==> config.mk <==
export PLATFORM = sky130hd
export DESIGN_NAME = ccd_top
export DESIGN_NICKNAME = d
export VERILOG_FILES = /design/src/ccd_pkg.sv /design/src/ccd_top.sv
export VERILOG_INCLUDE_DIRS = /design/src
export SDC_FILE = /design/constraint.sdc
export NUM_CORES = 2
export LEC_CHECK = 0
export ABC_AREA = 1
export ABC_CLOCK_PERIOD_IN_PS = 15900
export BUFFER_PORTS_ARGS = -buffer_cell sky130_fd_sc_hd__buf_2
export CELL_PAD_IN_SITES_DETAIL_PLACEMENT = 0
export CELL_PAD_IN_SITES_GLOBAL_PLACEMENT = 1
export CORE_ASPECT_RATIO = 1.1
export CORE_UTILIZATION = 46
export DETAILED_ROUTE_END_ITERATION = 10
export HOLD_SLACK_MARGIN = 0.15
export PLACE_DENSITY = 0.77
export SKIP_CTS_REPAIR_TIMING = 1
export SYNTH_ARGS = -nofsm -noshare
export SYNTH_HDL_FRONTEND = slang
export SYNTH_HIERARCHICAL = 1
export SYNTH_SLANG_ARGS = --single-unit
==> constraint.sdc <==
create_clock -name CLK -period 15.9 [get_ports CLK]
set_input_delay 0.795 -clock CLK [delete_from_list [all_inputs] [get_ports CLK]]
set_output_delay 0.795 -clock CLK [all_outputs]
set_load 0.05 [all_outputs]
==> src/ccd_defs.svh <==
// Offsets, field positions, reset values and timing counts of the current datapath.
// Assumes inclusion by ccd_pkg.sv and ccd_top.sv; holds definitions only.
`ifndef CCD_DEFS_SVH
`define CCD_DEFS_SVH

`define CCD_ADDR_W        8
`define CCD_OFS_GAIN_A    8'h00
`define CCD_OFS_GAIN_B    8'h01
`define CCD_OFS_GAIN_C    8'h02
`define CCD_OFS_GAIN_N    8'h03
`define CCD_OFS_HPF_DIS   8'h04
`define CCD_OFS_WAVE_A    8'h08
`define CCD_OFS_WAVE_B    8'h09
`define CCD_OFS_WAVE_C    8'h0a
`define CCD_OFS_WAVE_N    8'h0b
`define CCD_OFS_FIRST_STATUS_REGISTER   8'h0c
`define CCD_OFS_FIRST_INTERRUPT_MASK     8'h0d
`define CCD_RDY_BIT       17
`define CCD_GAIN_RST      24'h000000
`define CCD_HPF_DIS_RST   24'h000000
`define CCD_HPF_SHIFT     12
`define CCD_MOD_RATE_HZ   1024000
`define CCD_SMP_RATE_HZ   8000
`define CCD_DECIM         (`CCD_MOD_RATE_HZ / `CCD_SMP_RATE_HZ)
`define CCD_FIFO_DEPTH    16
`define CCD_MAX28         28'h7ffffff
`define CCD_MIN28         28'h8000000
`define CCD_MAX24         24'h7fffff
`define CCD_MIN24         24'h800000

`endif

==> src/ccd_pkg.sv <==
// Types shared by the current channel datapath.
// Assumes ccd_defs.svh on the include path.
`include "ccd_defs.svh"
package ccd_pkg;

  typedef logic [3:0][23:0] ccd_smp_t;

  typedef enum logic [1:0] {
    CCD_IDLE = 2'b00,
    CCD_RUN  = 2'b01
  } ccd_state_e;

  typedef struct packed {
    logic        valid;
    logic [1:0]  ch;
    logic [27:0] data;
  } ccd_cur_s;

  typedef struct packed {
    logic [3:0][23:0] gain;
    logic [23:0]      hpf_dis;
    logic [3:0][23:0] wave;
    logic [3:0][39:0] dc;
    logic             rdy;
    logic             mask_rdy;
    logic             irq;
    logic [31:0]      rdata;
    ccd_state_e       st;
    logic [1:0]       ch;
    ccd_smp_t         smp;
    ccd_cur_s         cur;
    logic             hpf_off;
  } ccd_top_s;

endpackage

==> src/ccd_top.sv <==
// Current channel datapath: input FIFO, gain, high-pass filter, waveform capture.
// Assumes samples arrive synchronous to CLK from the decimators and a synchronous register port.
`timescale 1ns/10ps
`include "ccd_defs.svh"

module ccd_fifo #(
  parameter int W = 96,
  parameter int D = 16
) (
  input  wire logic         CLK,
  input  wire logic         RST,
  input  wire logic         in_valid,
  input  wire logic [W-1:0] in_data,
  output logic              in_ready,
  output logic              out_valid,
  input  wire logic         out_ready,
  output logic [W-1:0]      out_data
);
  localparam int AW = $clog2(D);
  localparam logic [AW:0] DEPTH = (AW+1)'(D);

  typedef struct packed {
    logic [AW:0] wp;
    logic [AW:0] rp;
    logic        rdy;
  } ccd_fifo_s;

  ccd_fifo_s    q_reg;
  ccd_fifo_s    q_next;
  logic [W-1:0] mem [D];
  logic         push;
  logic         pop;

  assign push      = in_valid && q_reg.rdy;
  assign pop       = out_valid && out_ready;
  assign out_valid = q_reg.wp != q_reg.rp;
  assign out_data  = mem[q_reg.rp[AW-1:0]];
  assign in_ready  = q_reg.rdy;

  always_comb begin
    q_next = q_reg;
    if (push) begin
      q_next.wp = q_reg.wp + 1'b1;
    end
    if (pop) begin
      q_next.rp = q_reg.rp + 1'b1;
    end
    // Registered ready keeps the source port glitch free
    q_next.rdy = (q_next.wp - q_next.rp) != DEPTH;
  end

  always_ff @(posedge CLK or posedge RST) begin
    if (RST) begin
      q_reg <= '0;
    end else begin
      q_reg <= q_next;
    end
  end

  always_ff @(posedge CLK) begin
    if (push) begin
      mem[q_reg.wp[AW-1:0]] <= in_data;
    end
  end
endmodule

module ccd_top (
  input  wire logic              CLK,
  input  wire logic              RST,
  input  wire logic              SMP_VALID,
  input  wire ccd_pkg::ccd_smp_t SMP_DATA,
  output logic                   SMP_READY,
  input  wire logic              REG_WR,
  input  wire logic              REG_RD,
  input  wire logic [7:0]        REG_ADDR,
  input  wire logic [31:0]       REG_WDATA,
  output logic [31:0]            REG_RDATA,
  output ccd_pkg::ccd_cur_s      CUR_OUT,
  output logic                   HPF_OFF,
  output logic                   IRQ
);
  ccd_pkg::ccd_top_s  q_reg;
  ccd_pkg::ccd_top_s  q_next;
  ccd_pkg::ccd_smp_t  f_data;
  logic               f_valid;
  logic               f_ready;
  logic [3:0][31:0]   wave_ext;
  logic [3:0][31:0]   gain_ext;

  function automatic logic [27:0] sat28(input logic signed [48:0] v);
    if (v[48:27] == {22{v[48]}}) begin
      sat28 = v[27:0];
    end else begin
      sat28 = v[48] ? `CCD_MIN28 : `CCD_MAX28;
    end
  endfunction

  function automatic logic [23:0] sat24(input logic [27:0] v);
    if (v[27:23] == {5{v[27]}}) begin
      sat24 = v[23:0];
    end else begin
      sat24 = v[27] ? `CCD_MIN24 : `CCD_MAX24;
    end
  endfunction

  // Sixteen sample sets of slack while the shared multiplier is busy
  ccd_fifo #(
    .W(96),
    .D(`CCD_FIFO_DEPTH)
  ) u_fifo (
    .CLK      (CLK),
    .RST      (RST),
    .in_valid (SMP_VALID),
    .in_data  (SMP_DATA),
    .in_ready (SMP_READY),
    .out_valid(f_valid),
    .out_ready(f_ready),
    .out_data (f_data)
  );

  assign f_ready = q_reg.st == ccd_pkg::CCD_IDLE;

  genvar i;
  generate
    for (i = 0; i < 4; i++) begin : g_ext
      assign wave_ext[i] = {{8{q_reg.wave[i][23]}}, q_reg.wave[i]};
      assign gain_ext[i] = {4'h0, {4{q_reg.gain[i][23]}}, q_reg.gain[i]};
    end
  endgenerate

  always_comb begin
    logic signed [23:0] x;
    logic signed [24:0] coef;
    logic signed [48:0] prod;
    logic [27:0]        gained;
    logic [27:0]        dc_int;
    logic signed [48:0] diff;
    logic [27:0]        hp;
    logic               clr;
    x      = '0;
    coef   = '0;
    prod   = '0;
    gained = '0;
    dc_int = '0;
    diff   = '0;
    hp     = '0;
    clr    = 1'b0;
    q_next = q_reg;
    q_next.cur.valid = 1'b0;

    // Decimated words arrive once per CCD_DECIM modulator bits
    case (q_reg.st)
      ccd_pkg::CCD_IDLE: begin
        if (f_valid) begin
          q_next.smp = f_data;
          q_next.ch  = 2'h0;
          q_next.st  = ccd_pkg::CCD_RUN;
        end
      end
      ccd_pkg::CCD_RUN: begin
        // One multiplier shared by all four channels, same math for each
        x      = $signed(q_reg.smp[q_reg.ch]);
        coef   = $signed({1'b0, ~q_reg.gain[q_reg.ch][23], q_reg.gain[q_reg.ch][22:0]});
        prod   = x * coef;
        gained = sat28(prod >>> 23);
        dc_int = q_reg.dc[q_reg.ch][39:`CCD_HPF_SHIFT];
        diff   = 49'($signed(gained)) - 49'($signed(dc_int));
        hp     = q_reg.hpf_off ? gained : sat28(diff);
        q_next.dc[q_reg.ch] = q_reg.dc[q_reg.ch] + {{12{gained[27]}}, gained}
                              - {{12{dc_int[27]}}, dc_int};
        q_next.wave[q_reg.ch] = sat24(hp);
        // Stream never waits on register reads
        q_next.cur.valid = 1'b1;
        q_next.cur.ch    = q_reg.ch;
        q_next.cur.data  = hp;
        q_next.ch        = q_reg.ch + 2'h1;
        if (q_reg.ch == 2'h3) begin
          q_next.st = ccd_pkg::CCD_IDLE;
        end
      end
      default: begin
        q_next.st = ccd_pkg::CCD_IDLE;
      end
    endcase

    if (REG_WR) begin
      case (REG_ADDR)
        `CCD_OFS_GAIN_A: q_next.gain[0] = REG_WDATA[23:0];
        `CCD_OFS_GAIN_B: q_next.gain[1] = REG_WDATA[23:0];
        `CCD_OFS_GAIN_C: q_next.gain[2] = REG_WDATA[23:0];
        `CCD_OFS_GAIN_N: q_next.gain[3] = REG_WDATA[23:0];
        `CCD_OFS_HPF_DIS: q_next.hpf_dis = REG_WDATA[23:0];
        `CCD_OFS_FIRST_STATUS_REGISTER: clr = REG_WDATA[`CCD_RDY_BIT];
        `CCD_OFS_FIRST_INTERRUPT_MASK: q_next.mask_rdy = REG_WDATA[`CCD_RDY_BIT];
        default: begin
        end
      endcase
    end

    // New samples win over a clear in the same cycle
    q_next.rdy = (q_reg.rdy && !clr)
                 || (q_reg.st == ccd_pkg::CCD_RUN && q_reg.ch == 2'h3);
    q_next.irq     = q_reg.rdy && q_reg.mask_rdy;
    q_next.hpf_off = |q_reg.hpf_dis;

    if (REG_RD) begin
      case (REG_ADDR)
        `CCD_OFS_GAIN_A: q_next.rdata = gain_ext[0];
        `CCD_OFS_GAIN_B: q_next.rdata = gain_ext[1];
        `CCD_OFS_GAIN_C: q_next.rdata = gain_ext[2];
        `CCD_OFS_GAIN_N: q_next.rdata = gain_ext[3];
        `CCD_OFS_HPF_DIS: q_next.rdata = {8'h00, q_reg.hpf_dis};
        `CCD_OFS_WAVE_A: q_next.rdata = wave_ext[0];
        `CCD_OFS_WAVE_B: q_next.rdata = wave_ext[1];
        `CCD_OFS_WAVE_C: q_next.rdata = wave_ext[2];
        `CCD_OFS_WAVE_N: q_next.rdata = wave_ext[3];
        `CCD_OFS_FIRST_STATUS_REGISTER: q_next.rdata = 32'(q_reg.rdy) << `CCD_RDY_BIT;
        `CCD_OFS_FIRST_INTERRUPT_MASK: q_next.rdata = 32'(q_reg.mask_rdy) << `CCD_RDY_BIT;
        default: q_next.rdata = 32'h00000000;
      endcase
    end
  end

  // Reset clears filter disable, gains and flags to zero
  always_ff @(posedge CLK or posedge RST) begin
    if (RST) begin
      q_reg <= '0;
    end else begin
      q_reg <= q_next;
    end
  end

  assign REG_RDATA = q_reg.rdata;
  assign CUR_OUT   = q_reg.cur;
  assign HPF_OFF   = q_reg.hpf_off;
  assign IRQ       = q_reg.irq;
endmodule

==> results.md <==
- The number of global-route vias before repair is 75,304.
- The cell count after synthesis came out at between 10,000 and 15,000.
- The register with the most flip-flops in the layout has between 1,500 and 2,000 of them.
- Dividing the detail-routed wire length by the instance count gives between 20 and 25 µm.
- The cell count along the critical path is 45.
- Setup repair after global routing left no endpoint under its margin.
- Dividing the final minimum period by the clock period gives roughly four fifths.
- The initial antenna violation count is between 50 and 60.
- The cell type with the highest occurrence count on the critical path is nand2_1.
- In the final design database the tool counted about 11,000 nets.
- The class of the tightest hold or removal check is in2reg.
- The first global-routing pass estimated ~470,000 µm of wire.
- The total overflow left after global routing is 0.
- The startpoint identified for the worst register-to-register timing path is q_reg[128].
- The footprint of the multi-input gates is roughly 0.042 mm².
- The maximum count of clock buffers along a single path is 3.
- Once the floorplan was initialized, standard cells occupied a little under half of the core.
- The sink count of the clock tree is between 2,000 and 2,500.
- Of the cells placed in the final design, the portion with a size suffix greater than 1 is just under 9%.
- Across all layers, the routed design uses ~76,000 vias.
- Along the worst path, the maximum fanout reaches 69.
- The worst setup path startpoint is q_reg[128].
- The most frequent standard cell in the layout excluding fill and tap cells is nand2_1.
- Entering global routing, the biggest net connects around 220 pins.
- For met1 alone, demand over resource in global routing was about a third.
- The antenna violation net count after detailed routing is 0.
- The number of clock buffers inserted by TritonCTS is about 210.
- STA puts the critical path data required time at roughly 17,000 ps.
- The worst setup path category is reg2reg.
- The die width is 464 µm.
- Broken down by cell family, the worst path's largest delay share belongs to adder cells.
- Global routing used approximately a quarter of the available tracks across all layers.
- The number of nets handed over by synthesis was roughly 11,000.
- The synthesized cell area is 0.108 mm².
- The largest single stage delay on the critical path is between 600 and 700 ps.
- The checks that failed: design-rule violations.
- Counting distinct cell types in the post-synthesis netlist gives 65.
- The number of cells on the worst reg-to-reg path is 45.
- The critical path contains buffers and inverters numbering 7 combined.
- For this run, the detailed router's first-pass iteration total came to 11.
- Measured against its own limit, the worst slew margin works out to 11.2%.
- The I/O pin count is slightly above 200.
- The core region is between 0.2 and 0.25 mm².
- Summed over all instances, the cell type with the most area after synthesis is edfxtp_1.
- The latest clock arrival within the worst-skew pair is ~910 ps.
- Of all flip-flops after synthesis, the portion carrying an async set or reset was roughly a quarter.
- The slack of the worst reg-to-reg path is slightly below 3000 ps.
- The HPWL reported at the end of detailed placement is about 200,000 µm.
- Setup violations remaining at the end of the flow were counted as 0.
- The transition at the pin with the smallest max-transition slack is 1330 ps.
- The cell with the largest stage delay on the worst path is nor2_8.
- The primary flip-flop cell chosen by synthesis mapping is edfxtp_1.
- In the post-synthesis netlist, the biggest area contributors are edfxtp_1 43%, dfrtp_1 13%, fa_1 9.7%.
- The number of synthesized flops with an enable pin is between 1,500 and 2,000.
- Global routing used 4.09% of the available met3 tracks.
- The run finished, with violations left.
- The arrival time reported for the critical path endpoint is 13,750 ps.
- The worst setup path is launched from a flop.
- The synthesis warning total is 6.
- The cell at the root of the clock tree is clkbuf_16.
- The number of pins with negative max-slew slack in the final report is 0.
- The post-detailed-routing wire length is 317,000 µm.
- The most used routing layer in global routing is met2.
- In this run the mean area of a mapped cell was 10.7 µm².
- From bottom edge to top edge, the die measures just over 500 µm.
- The share of Yosys cell area claimed by the top area cell type is between 40% and 50%.
- The ratio of routed vias to standard cells is roughly 5.7.
- The count of endpoints failing hold in the final timing report is 0.
- The setup TNS is 0 ps.
- In the global route stage, met2 resource usage came out at between 40 and 50%.
- For this run, the register share of the synthesized area comes to 55.4%.
- On the final layout, the worst clock skew is ~99 ps.
- After floorplanning, the core was divided into 186 placement rows.
- The termination of the worst setup path is q_reg[419].
- The number of fillers in the final layout is between 20,000 and 25,000.
- The highest clock frequency the design can meet is approximately 0.077 GHz.
- The time the worst path needs with I/O delays and setup is about 13,000 ps.
- The worst setup path is captured at a flop.
- Compared with the post-synthesis result, the final layout area differs by 9.52%.
- Max-cap violations in this run came to 0.
- For this run, design rule violations remaining after detail routing come to 50.
- The total area of sequential cells is around 0.06 mm².
- The count of buffers added on input and output ports is roughly 200.
- The detailed router finished its first iteration with 7,111 violations.
- TritonCTS built the clock tree.
- The die covers approximately 0.24 mm².
- In the layout the commonest cells are 1,712 x nand2_1, 1,536 x edfxtp_1, 1,330 x nor2_1, 1,071 x o21ai_0, 847 x inv_1.
- The final estimated routing congestion in global placement is roughly 0.9.
- In this run, synthesis produced a sequential element count of 2,083.
- The clock tree synthesis step divided the H-tree into 4 levels.
- The capturing point of the worst reg2reg path is q_reg[419].
- The clock-pin slew of the registers on the worst-case setup and hold paths is ~70 ps.
worst min-delay path by stage:
stage                start               to  depth (start not counted)
2_1_floorplan   q_reg[204]       q_reg[204]                          2
3_3_place_gp    CUR_OUT[8]       CUR_OUT[8]                          2
3_5_place_dp   CUR_OUT[11]      CUR_OUT[11]                          2
6_report         SMP_VALID  u_fifo/q_reg[6]                          3
5_1_grt          SMP_VALID  u_fifo/q_reg[6]                          3
4_1_cts                RST  u_fifo/q_reg[6]                          2
cell families (layout without fill, tap and decap cells):
group	after synthesis	after routing	share of synthesized area (%)
flip-flops	2083	2083	55.4
adder cells (fa/ha/maj)	800	800	12.9
multiplexers	92	92	0.959
AO/OA/AOI/OAI	2020	2020	10.9
XOR/XNOR	90	90	0.730
buffers and inverters	1517	1605	5.91
other	0	17	0
AND/OR/NAND/NOR	3487	3487	13.2
layer usage:
metal	vias up	wire (µm)	share of wire [%]
li1	34122	-	-
met1	38073	127000	40
met2	2927	154000	49
met3	638	22500	7.1
met4	42	12500	4.0
met5	-	254	0.080
final cells by class:
class	count	area share (%)
flip-flops and latches	2083	50.6
multi-input cells	6489	35.5
clock buffers	270	4.78
well taps	3102	3.28
inverters	872	2.81
repair buffers	344	1.87
clock inverters	119	1.10
diodes	17	0.0360
tightest hold or removal path, stage by stage:
cell and delay (ps):
buf_2 110, nand2_1 90, xor2_1 90
Yosys cell counts, types with 105 or more instances:
cell type  number
dfrtp_1       547
o221ai_1      123
o22ai_1       204
o21ai_1       105
edfxtp_1     1536
clkbuf_1      394
o21ai_0      1071
nand3_1       270
ha_1          279
fa_1          521
nor2_1       1347
nand2_1      1717
inv_1         852
a21oi_1       211
through the flow:
step           util (%)  setup WS (ps)  instance area [µm²]  std cells  hold slack (ps)
2_1_floorplan         -            125               108000      10089              445
3_3_place_gp       47.7           3050               111000      12889              458
3_5_place_dp       47.7           3110               111000      12889              462
4_1_cts            50.6           3090               118000      13278            -73.8
5_1_grt            50.7           2430               118000      13288              227
6_report           50.7           2940               118000      13296              224
Power is left out: the tool's default activity adds up to more than one toggle a clock period on the data nets, which glitch-free logic cannot reach.
